$ cat src/logic/fdc_map.vh
// What this block does
// - Interrupt on entering result phase of any read, write, format or verify command.
// - Interrupt when seek, relative seek or recalibrate ends, normally or abnormally.
// - Without DMA, interrupt whenever an execution-phase data byte needs host transfer.
// - Interrupt sense clears pending interrupt and returns status zero with cause.
// - Cause codes: flag 0 code 11 polling; flag 1 code 00 normal; 01 abnormal.
// - Head address bit of returned status zero always reads zero.
// - Drive stays busy until interrupt sense follows its positioning operation.
// - Drive status sense skips execution and returns drive status at once.
// - Specify loads unload delay, step interval and load delay.
// - Head unloads after unload delay counted from read/write execution end.
// - Step pulses spaced by step interval; first gap may be shorter.
// - Read/write starts only after load delay from head load going high.
// - All three delays scale with data rate; same for FM and MFM.
// - Transfer-mode bit 1 selects non-DMA, 0 selects DMA.
`ifndef FDC_MAP_VH
`define FDC_MAP_VH
`define OFS_CMD        12'h000
`define OFS_SPECIFY    12'h004
`define OFS_RATE       12'h008
`define OFS_RESULT     12'h00c
`define OFS_STATUS     12'h010
`define OFS_MASK       12'h014
`define OFS_STATE      12'h018
`define CMD_SENSE_INT  4'h1
`define CMD_SENSE_DRV  4'h2
`define SPEC_SRT_LSB   0
`define SPEC_HUT_LSB   4
`define SPEC_HLT_LSB   8
`define SPEC_ND_BIT    15
`define SPEC_RESET     16'h0000
`define RATE_1M        2'b00
`define RATE_500K      2'b01
`define RATE_300K      2'b10
`define RATE_250K      2'b11
`define CAUSE_NORMAL   2'b00
`define CAUSE_ABNORMAL 2'b01
`define CAUSE_INVALID  2'b10
`define CAUSE_POLL     2'b11
`define EV_RW_RESULT   0
`define EV_POS_END     1
`define EV_XFER_REQ    2
`define EV_POLL        3
`define CLK_PERIOD_NS  4
`define BASE_TICK_NS   500000
`define BASE_TICK_CYC  (`BASE_TICK_NS / `CLK_PERIOD_NS)
`define HUT_TICKS_PER  16
`define HLT_TICKS_PER  2
`define HUT_ZERO_UNITS 16
`define HLT_ZERO_UNITS 128
`define SRT_SPAN       16
`endif

$ cat src/logic/delay_timer.v
module delay_timer (
  input  wire       pclk,
  input  wire       presetn,
  input  wire       start,
  input  wire [8:0] ticks,
  input  wire       tick,
  output wire       running,
  output reg        done
);
  reg [8:0] cnt_reg;

  assign running = (cnt_reg != 9'h000);

  always @(posedge pclk or negedge presetn) begin
    if (!presetn) begin
      cnt_reg <= 9'h000;
      done    <= 1'b0;
    end else begin
      done <= 1'b0;
      if (start) begin
        cnt_reg <= ticks;
      end else if (running && tick) begin
        cnt_reg <= cnt_reg - 9'h001;
        if (cnt_reg == 9'h001) begin
          done <= 1'b1;
        end
      end
    end
  end
endmodule // delay_timer

$ cat src/logic/fdc_sense_specify.v
// The APB register port and the address map are this design's own decisions.
`include "fdc_map.vh"
module fdc_sense_specify #(
  parameter BASE_CYC = `BASE_TICK_CYC
) (
  input  wire        pclk,
  input  wire        presetn,
  input  wire        psel,
  input  wire        penable,
  input  wire        pwrite,
  input  wire [11:0] paddr,
  input  wire [31:0] pwdata,
  output wire        pready,
  output reg  [31:0] prdata,
  output wire        pslverr,
  input  wire        rw_result_enter,
  input  wire        pos_start,
  input  wire        pos_end,
  input  wire        pos_abnormal,
  input  wire [1:0]  pos_drive,
  input  wire [7:0]  pos_cylinder,
  input  wire        xfer_byte_req,
  input  wire        xfer_byte_done,
  input  wire        poll_event,
  input  wire [7:0]  drive_status,
  input  wire        rw_exec_end,
  input  wire        head_load_req,
  input  wire        step_request,
  output reg         controller_irq_pin,
  output wire        irq,
  output reg         head_load_out,
  output reg         rw_start_ok,
  output reg         step_pulse,
  output wire        non_dma_select,
  output reg  [3:0]  drive_busy
);
  reg  [15:0] spec_reg;
  reg  [1:0]  rate_reg;
  reg  [3:0]  status_reg;
  reg  [3:0]  mask_reg;
  reg  [15:0] result_reg;
  reg         result_valid_reg;
  reg         pend_reg;
  reg  [1:0]  pend_code_reg;
  reg         pend_flag_reg;
  reg  [1:0]  pend_drive_reg;
  reg  [7:0]  pend_cyl_reg;
  reg         xfer_pend_reg;
  reg  [3:0]  status_next;
  wire        wr_acc;
  wire        rd_setup;
  wire        mapped;
  wire        tick;
  wire [3:0]  step_interval;
  wire [3:0]  unload_delay;
  wire [6:0]  load_delay;
  wire [8:0]  unload_ticks;
  wire [8:0]  step_ticks;
  wire [8:0]  load_ticks;
  wire        unload_done;
  wire        load_done;
  wire        step_running;
  wire        step_fire;
  wire        sense_int_cmd;
  wire        sense_drv_cmd;
  wire [3:0]  events;
  wire [7:0]  result_reg_zero;
  wire [1:0]  cause_code_field;
  wire        positioning_complete_flag;
  wire [7:0]  current_cylinder;
  wire [31:0] unload_prod;
  wire [31:0] load_prod;
  wire [31:0] step_diff;

  // Counts are built at full width and cut on purpose to the nine-bit timer load.
  localparam [31:0] UNLOAD_MAX = `HUT_ZERO_UNITS * `HUT_TICKS_PER;
  localparam [31:0] LOAD_MAX   = `HLT_ZERO_UNITS * `HLT_TICKS_PER;

  function is_mapped;
    input [11:0] a;
    begin
      is_mapped = (a == `OFS_CMD) || (a == `OFS_SPECIFY) || (a == `OFS_RATE) ||
                  (a == `OFS_RESULT) || (a == `OFS_STATUS) || (a == `OFS_MASK) ||
                  (a == `OFS_STATE);
    end
  endfunction

  assign mapped   = is_mapped(paddr);
  // Zero wait states: every access phase completes, and unmapped offsets flag an error instead.
  assign pready   = psel & penable;
  assign pslverr  = psel & penable & ~mapped;
  assign wr_acc   = psel & penable & pwrite & mapped;
  assign rd_setup = psel & ~penable & ~pwrite;

  // Commands are single writes; the result is ready for the very next transfer.
  assign sense_int_cmd = wr_acc && (paddr == `OFS_CMD) && (pwdata[3:0] == `CMD_SENSE_INT);
  assign sense_drv_cmd = wr_acc && (paddr == `OFS_CMD) && (pwdata[3:0] == `CMD_SENSE_DRV);

  assign step_interval  = spec_reg[`SPEC_SRT_LSB +: 4];
  assign unload_delay   = spec_reg[`SPEC_HUT_LSB +: 4];
  assign load_delay     = spec_reg[`SPEC_HLT_LSB +: 7];
  assign non_dma_select = spec_reg[`SPEC_ND_BIT];

  // Delays in ticks of half a millisecond at the top rate; a zero code means the longest delay.
  assign unload_prod  = unload_delay * `HUT_TICKS_PER;
  assign load_prod    = load_delay * `HLT_TICKS_PER;
  assign step_diff    = `SRT_SPAN - step_interval;
  assign unload_ticks = (unload_delay == 4'h0) ? UNLOAD_MAX[8:0] : unload_prod[8:0];
  assign step_ticks   = step_diff[8:0];
  assign load_ticks   = (load_delay == 7'h00) ? LOAD_MAX[8:0] : load_prod[8:0];

  rate_tick #(
    .BASE_CYC (BASE_CYC)
  ) u_tick (
    .pclk     (pclk),
    .presetn  (presetn),
    .rate_sel (rate_reg),
    .tick     (tick)
  );

  // The unload countdown restarts on every read/write end, so back-to-back commands keep the head loaded.
  delay_timer u_unload (
    .pclk    (pclk),
    .presetn (presetn),
    .start   (rw_exec_end),
    .ticks   (unload_ticks),
    .tick    (tick),
    .running (),
    .done    (unload_done)
  );

  delay_timer u_load (
    .pclk    (pclk),
    .presetn (presetn),
    .start   (head_load_req & ~head_load_out),
    .ticks   (load_ticks),
    .tick    (tick),
    .running (),
    .done    (load_done)
  );

  delay_timer u_step (
    .pclk    (pclk),
    .presetn (presetn),
    .start   (step_fire),
    .ticks   (step_ticks),
    .tick    (tick),
    .running (step_running),
    .done    ()
  );

  // A new pulse waits for the interval timer to drain; the free tick can make the first gap short.
  assign step_fire = step_request & ~step_running & ~step_pulse;

  // The start gate only opens while the head is still loaded.
  always @(posedge pclk or negedge presetn) begin
    if (!presetn) begin
      step_pulse    <= 1'b0;
      head_load_out <= 1'b0;
      rw_start_ok   <= 1'b0;
    end else begin
      step_pulse <= step_fire;
      if (head_load_req && !head_load_out) begin
        head_load_out <= 1'b1;
        rw_start_ok   <= 1'b0;
      end else if (unload_done) begin
        head_load_out <= 1'b0;
        rw_start_ok   <= 1'b0;
      end else if (load_done && head_load_out) begin
        rw_start_ok <= 1'b1;
      end
    end
  end

  // Sticky event bits; a new event wins over a write-one clear in the same cycle.
  assign events[`EV_RW_RESULT] = rw_result_enter;
  assign events[`EV_POS_END]   = pos_end;
  assign events[`EV_XFER_REQ]  = xfer_byte_req & non_dma_select;
  assign events[`EV_POLL]      = poll_event;

  always @* begin
    status_next = status_reg;
    if (wr_acc && paddr == `OFS_STATUS) begin
      status_next = status_reg & ~pwdata[3:0];
    end
    status_next = status_next | events;
  end

  // The level output follows the sticky bits, so masking a bit hides it without losing it.
  assign irq = |(status_reg & mask_reg);

  // Pending cause for the sense command; positioning end outranks polling.
  always @(posedge pclk or negedge presetn) begin
    if (!presetn) begin
      pend_reg       <= 1'b0;
      pend_code_reg  <= `CAUSE_INVALID;
      pend_flag_reg  <= 1'b0;
      pend_drive_reg <= 2'b00;
      pend_cyl_reg   <= 8'h00;
    end else if (pos_end) begin
      pend_reg       <= 1'b1;
      pend_flag_reg  <= 1'b1;
      pend_code_reg  <= pos_abnormal ? `CAUSE_ABNORMAL : `CAUSE_NORMAL;
      pend_drive_reg <= pos_drive;
      pend_cyl_reg   <= pos_cylinder;
    end else if (poll_event && !(pend_reg && pend_flag_reg)) begin
      pend_reg      <= 1'b1;
      pend_flag_reg <= 1'b0;
      pend_code_reg <= `CAUSE_POLL;
    end else if (sense_int_cmd) begin
      pend_reg <= 1'b0;
    end
  end

  assign cause_code_field          = pend_reg ? pend_code_reg : `CAUSE_INVALID;
  assign positioning_complete_flag = pend_reg & pend_flag_reg;
  assign current_cylinder          = pend_cyl_reg;
  assign result_reg_zero = {cause_code_field, positioning_complete_flag, 2'b00, 1'b0,
                            pend_drive_reg};

  // A non-DMA byte request keeps the pin up until the host moves the byte.
  always @(posedge pclk or negedge presetn) begin
    if (!presetn) begin
      xfer_pend_reg      <= 1'b0;
      controller_irq_pin <= 1'b0;
    end else begin
      if (events[`EV_XFER_REQ]) begin
        xfer_pend_reg <= 1'b1;
      end else if (xfer_byte_done) begin
        xfer_pend_reg <= 1'b0;
      end
      // Held from the event until serviced; result-phase entries are held by the pin's own feedback term.
      controller_irq_pin <= (pend_reg & ~sense_int_cmd) | events[`EV_RW_RESULT] | pos_end |
                            poll_event | events[`EV_XFER_REQ] |
                            (xfer_pend_reg & ~xfer_byte_done) |
                            (controller_irq_pin & ~sense_int_cmd & ~xfer_byte_done);
    end
  end

  always @(posedge pclk or negedge presetn) begin
    if (!presetn) begin
      drive_busy <= 4'h0;
    end else begin
      // The set comes last, so a start on the drive being cleared still marks it busy.
      if (sense_int_cmd && positioning_complete_flag) begin
        drive_busy[pend_drive_reg] <= 1'b0;
      end
      if (pos_start) begin
        drive_busy[pos_drive] <= 1'b1;
      end
    end
  end

  // Specify and rate take effect at the write edge; a rate change rescales delays already running.
  always @(posedge pclk or negedge presetn) begin
    if (!presetn) begin
      spec_reg         <= `SPEC_RESET;
      rate_reg         <= `RATE_250K;
      status_reg       <= 4'h0;
      mask_reg         <= 4'h0;
      result_reg       <= 16'h0000;
      result_valid_reg <= 1'b0;
    end else begin
      status_reg <= status_next;
      if (wr_acc && paddr == `OFS_SPECIFY) begin
        spec_reg <= pwdata[15:0];
      end
      if (wr_acc && paddr == `OFS_RATE) begin
        rate_reg <= pwdata[1:0];
      end
      if (wr_acc && paddr == `OFS_MASK) begin
        mask_reg <= pwdata[3:0];
      end
      if (sense_int_cmd) begin
        result_reg       <= {current_cylinder, result_reg_zero};
        result_valid_reg <= 1'b1;
      end else if (sense_drv_cmd) begin
        result_reg       <= {8'h00, drive_status};
        result_valid_reg <= 1'b1;
      end else if (psel && penable && !pwrite && paddr == `OFS_RESULT) begin
        result_valid_reg <= 1'b0;
      end
    end
  end

  // Read data is captured in the setup cycle so the access phase needs no wait.
  always @(posedge pclk or negedge presetn) begin
    if (!presetn) begin
      prdata <= 32'h00000000;
    end else if (rd_setup) begin
      case (paddr)
        `OFS_SPECIFY: prdata <= {16'h0000, spec_reg};
        `OFS_RATE:    prdata <= {30'h00000000, rate_reg};
        `OFS_RESULT:  prdata <= {15'h0000, result_valid_reg, result_reg};
        `OFS_STATUS:  prdata <= {28'h0000000, status_reg};
        `OFS_MASK:    prdata <= {28'h0000000, mask_reg};
        `OFS_STATE:   prdata <= {24'h000000, drive_busy, rw_start_ok, head_load_out,
                                 pend_reg, controller_irq_pin};
        default:      prdata <= 32'h00000000;
      endcase
    end
  end
endmodule // fdc_sense_specify

$ cat src/logic/rate_tick.v
`include "fdc_map.vh"
module rate_tick #(
  parameter BASE_CYC = `BASE_TICK_CYC
) (
  input  wire       pclk,
  input  wire       presetn,
  input  wire [1:0] rate_sel,
  output reg        tick
);
  reg  [23:0] cnt_reg;
  reg  [23:0] period;

  localparam [31:0] CYC_1M   = BASE_CYC;
  localparam [31:0] CYC_500K = BASE_CYC * 2;
  localparam [31:0] CYC_300K = (BASE_CYC * 10) / 3;
  localparam [31:0] CYC_250K = BASE_CYC * 4;

  // Half a millisecond at the top rate, stretched for slower rates.
  always @* begin
    case (rate_sel)
      `RATE_1M:   period = CYC_1M[23:0];
      `RATE_500K: period = CYC_500K[23:0];
      `RATE_300K: period = CYC_300K[23:0];
      default:    period = CYC_250K[23:0];
    endcase
  end

  // The counter free-runs, so the first step gap may come up short.
  always @(posedge pclk or negedge presetn) begin
    if (!presetn) begin
      cnt_reg <= 24'h000000;
      tick    <= 1'b0;
    end else if (cnt_reg >= period - 24'h000001) begin
      cnt_reg <= 24'h000000;
      tick    <= 1'b1;
    end else begin
      cnt_reg <= cnt_reg + 24'h000001;
      tick    <= 1'b0;
    end
  end
endmodule // rate_tick

$ cat config.mk
export PLATFORM = sky130hd
export DESIGN_NAME = fdc_sense_specify
export DESIGN_NICKNAME = d
export VERILOG_FILES = /design/src/logic/delay_timer.v /design/src/logic/fdc_sense_specify.v /design/src/logic/rate_tick.v
export VERILOG_INCLUDE_DIRS = /design/src /design/src/logic
export SDC_FILE = /design/constraint.sdc
export NUM_CORES = 1
export LEC_CHECK = 0
export ABC_AREA = 1
export BUFFER_PORTS_ARGS = -buffer_cell sky130_fd_sc_hd__buf_2
export CORE_MARGIN = 4
export CORE_UTILIZATION = 55
export CTS_CLUSTER_SIZE = 24
export DETAILED_ROUTE_END_ITERATION = 10
export GPL_TIMING_DRIVEN = 0
export PLACE_DENSITY = 0.77
export REMOVE_ABC_BUFFERS = 1
export SYNTH_ARGS = -nofsm -noshare
export SYNTH_HDL_FRONTEND = slang
export SYNTH_HIERARCHICAL = 1
export SYNTH_SLANG_ARGS = --single-unit
$ cat constraint.sdc
create_clock -name pclk -period 5.95 [get_ports pclk]
set_input_delay 1.4875 -clock pclk [delete_from_list [all_inputs] [get_ports pclk]]
set_output_delay 1.4875 -clock pclk [all_outputs]
set_load 0.05 [all_outputs]
# ---- Word-level counts from Yosys, hierarchy flattened
# Index checks and enable logic that the tools add are counted.
dict set report totals {
  ff_bits 152
  inputBits 77
  output_inout_bits 44
  word_cells 177
}
dict set report op_classes {
  n_addsub 6
  magnitude_cmp 5
  n_eq_ne 12
  n_mux 46
  n_bitwise 36
  n_reduce_logical 47
}
# op n
set ops {}
lappend ops {{$pmux 17 s6} 1}
lappend ops {{$mux 9} 8}
lappend ops {{$pmux 19 s3} 1}
lappend ops {{$eq 12x5->1 const B} 3}
lappend ops {{$mux 16} 2}
lappend ops {{$reduce_bool 9->1} 3}
lappend ops {{$sub 9x1->9 const B} 3}
lappend ops {{$mux 1} 25}
lappend ops {{$add 24x1->24 const B} 1}
lappend ops {{$eq 12x4->1 const B} 2}
lappend ops {{$ge 24x24->1} 1}
lappend ops {{$mux 24} 1}
lappend ops {{$logic_and 1x1->1} 20}
lappend ops {{$sub 19x1->20 const B} 1}
lappend ops {{$eq 9x1->1 const B} 2}
lappend ops {{$and 1x1->1} 15}
lappend ops {{$reduce_bool 2->1} 7}
lappend ops {{$and 4x4->4} 3}
lappend ops {{$eq 12x3->1 const B} 1}
lappend ops {{$logic_not 12->1} 1}
lappend ops {{$mux 4} 3}
lappend ops {{$reduce_bool 3->1} 3}
lappend ops {{$not 1->1} 8}
lappend ops {{$not 4->4} 2}
lappend ops {{other kinds (17)} 35}

# ---- Logic depth before layout (Yosys ltp)
dict set report logic_depth {
  depth_word 18
  ltp_mapped 15
}

# ---- By module
# The synthesis kept the hierarchy.
# mod instances cells_per_inst area_per_inst_um2
set by_module_without_submodules {}
lappend by_module_without_submodules {fdc_sense_specify 1 538 4226.6}
lappend by_module_without_submodules {delay_timer 3 106 779.5}
lappend by_module_without_submodules {rate_tick 1 258 1906.8}

# ---- Worst setup path after synthesis
# Ideal clock, no wire load.
dict set report synth_timing {
  path_kind {in2out}
  start {input port paddr[11]}
  end {output port pslverr}
  arrival_time_ns 2.795
  required_ns 4.463
  path_slack_ns 1.668
  stages 8
  cell_sequence {nor2_1 > nand2_2 > inv_1 > nand2_1 > inv_1 > o21ai_0 > nand3_2 > nor2_1}
}
dict set report synth_between {
  elab_chain_cells 9
  elab_cells_between_ends 15
  cone_classes {eq/ne (6); bitwise (2); reduce/logical (7)}
}
# item line
set synth_rtl {}
lappend synth_rtl {{start: declaration} fdc_sense_specify.v:11} ;# input wire [11:0] paddr,
lappend synth_rtl {{$eq 12x3->1 (no source line) / $logic_not 12->1 (equally long branches)} n/a}
lappend synth_rtl {{$logic_or 1x1->1 (5 in a row)} fdc_sense_specify.v:82} ;# is_mapped = (a == `OFS_CMD) || (a == `OFS_SPECIFY) || (a == `OFS_RATE) ||
lappend synth_rtl {{$logic_or 1x1->1 (*)} fdc_sense_specify.v:82}
lappend synth_rtl {{$not 1->1 (*)} fdc_sense_specify.v:91} ;# assign pslverr = psel & penable & ~mapped;
lappend synth_rtl {{$and 1x1->1 (*)} fdc_sense_specify.v:91}
lappend synth_rtl {{end: declaration} fdc_sense_specify.v:15} ;# output wire pslverr,
# Mark *: on every way between the ends. The rest lies on a longest branch, timed or not.

# ---- Worst setup path in the final report
dict set report layout_timing {
  start {input port paddr[5]}
  end {output port pslverr}
}
# The elaborated chain is that of the path after synthesis.

==> results.yml <==
outcome:
  status: "finished clean"
critical_path:
  cp-start-kind: "input pin"
  cp_max_fo: 9
  cp_cell_sequence: "buf_2 -> inv_1 -> nand2_1 -> nor2_1 -> nand2_1 -> inv_1 -> o21ai_0 -> nand3_2 -> nor2_1 -> buf_2"
  slowest_stage: "nor2_1"
  crit_arrival_ps: 2960
  path_class: "input pin to output port"
  slowest_delay_ps: 350
  critPathCaptureType: "output port"
  critical_path_required_ps: 4460
floorplanning:
  core_um2: 14800
  io_pins: 121
  start_util_pct: 57.1
  rows: 44
  die_w_um: 132
  die_h_um: 132
  die-area_um2: 17400
sta:
  tightest_slew_ps: 1320
  period_share_pct: 74.7
  setup_viol: 0
  final_hold_viol_count: 0
  slew_headroom_pct: 11.6
  final.setup.tns_ps: 0
  fin_ws_ps: 1510
  clock.fmax_mhz: 225
  fin_skew_ps: 10.5
  drv_slew: 0
  period_minus_slack_ps: 4440
  rsz0062_at_grt: "false"
clock_tree:
  clkLatencyLatePin_ps: 430
  ctsResizeCount: 0
  post_cts_buffers: 0
  path_clk_slew_ps: 60
  cts_hold_buf: 0
  cts.path.max_buffers: 2
  root_buffer: "clkbuf_16"
  cts_tree: "yes"
  cts_max_level: 4
  cts_buffers: 17
  clkSinkCount: 137
grt:
  grt_pass1_vias: 7100
  grtUsageTotal_pct: 23.6
  grt_max_degree: 89
  antenna_found_initial: 0
  grt_pass1_wl_um: 33800
  grt_overflow_total: 0
detailed_routing:
  routed_wl_um: 19700
  wl_per_cell_um: 14.1
  viasPerCell: 5.19
  drc: 0
  drt-initial-drc-count: 581
  ant_nets: 0
  dr.pass1.iters: 7
  vias: 7254
hold_path:
  hp-class: "register to register"
pwr:
  p_int_w: 0.00187
  vdd_drop_max_v: 0.000233
  combPwrFrac_pct: 22.3
  switching_share_pct: 33.5
  leakagePower_nw: 5.07
  power.density_nw_per_um2: 293
  switchingPower_w: 0.000940
  p_clk_share_pct: 38.3
  sequentialPowerShare_pct: 39.4
placed_design:
  place_hpwl_um: 14300
  placedInstanceArea_um2: 8990
  port_buffers: 89
  placed_cells: 1366
  dp_worst_setup_slack_ps: 1600
  place.gp.congestion: 0.895
layout:
  n_antenna_cell: 0
  area_delta_synth_final_pct: 13.8
  layout-drive-gt1-share_pct: 18.5
  fin_area_um2: 9590
  layout.cells.non_filler: 1398
  nets: 1313
  largest_reg_flops: 24
synth:
  syn_inst: 1110
  yosysWarnings: 6
  synth_area_um2: 8420
  avgSynthCellArea_um2: 7.59
run:
  cap_violations: 0
[critical path, delay by kind of cell]
kind                   cells  cell delay (ps)
and+or+nand+nor            5              860
AOI/OAI and AO/OA          1              110
buffers and inverters      4              510
[power groups by stage]
stage                     clock network (W)  registers [W]  logic (W)
after floorplan                           0        0.00112   0.000457
after global placement                    0        0.00112   0.000598
after detailed placement                  0        0.00112   0.000617
after CTS                           0.00109        0.00111   0.000626
after global routing                0.00113        0.00112   0.000716
final                               0.00108        0.00111   0.000626
[cell type report]
class,instances,area [um2]
repair buffers,90,479
multi-input cells,799,4260
inverters,156,587
clock buffers,18,439
well taps,184,230
flip-flops and latches,137,3430
fillers,1274,5170
clock inverters,14,160
[path summary, 6_finish.rpt]
check                                     end     startpoint  cells past startpoint  slack, ps
min in group asynchronous  controller_irq_pin        presetn                      1       1000
max                                   pslverr       paddr[5]                     10       1510
max reg2reg                u_tick/cnt_reg[12]    rate_reg[0]                     14       2970
min                               rw_start_ok  u_unload/done                      1        440
max in group asynchronous   u_load/cnt_reg[4]        presetn                      2       4140
min reg2reg                       rw_start_ok  u_unload/done                      1        440
[placed cells by master, fill, tap and decap left out, types with 7 or more instances in the layout]
cell,count
nand2_1,318
inv_1,148
dfrtp_1,134
nor2_1,108
buf_2,88
nand3_1,72
o21ai_0,59
ha_1,35
conb_1,28
nand4_1,19
nand3_2,19
xor2_1,17
clkbuf_16,17
nor2_2,15
a21oi_1,14
nand2_2,11
xnor2_1,10
nor3_1,10
o21ai_2,10
or2_2,8
o22ai_2,8
nor2_4,7
[stage by stage]
| step | hold WS (ps) | utilization, % | total power [W] |
|---|---|---|---|
| finish | 442 | 65.0 | 0.00281 |
| global route | 474 | 65.0 | 0.00297 |
| CTS | 449 | 65.0 | 0.00282 |
| detailed placement | 425 | 60.9 | 0.00174 |
| global placement | 423 | 60.7 | 0.00172 |
| floorplan | 407 | - | 0.00158 |
[layer usage]
metal,wire (um),vias up,global-route usage [%]
li1,-,3644,-
met1,8770,3365,31.0
met2,9680,221,39.7
met3,996,24,5.15
met4,259,0,6.30
met5,0,-,0
No activity file was read; power rests on OpenSTA's default activity.
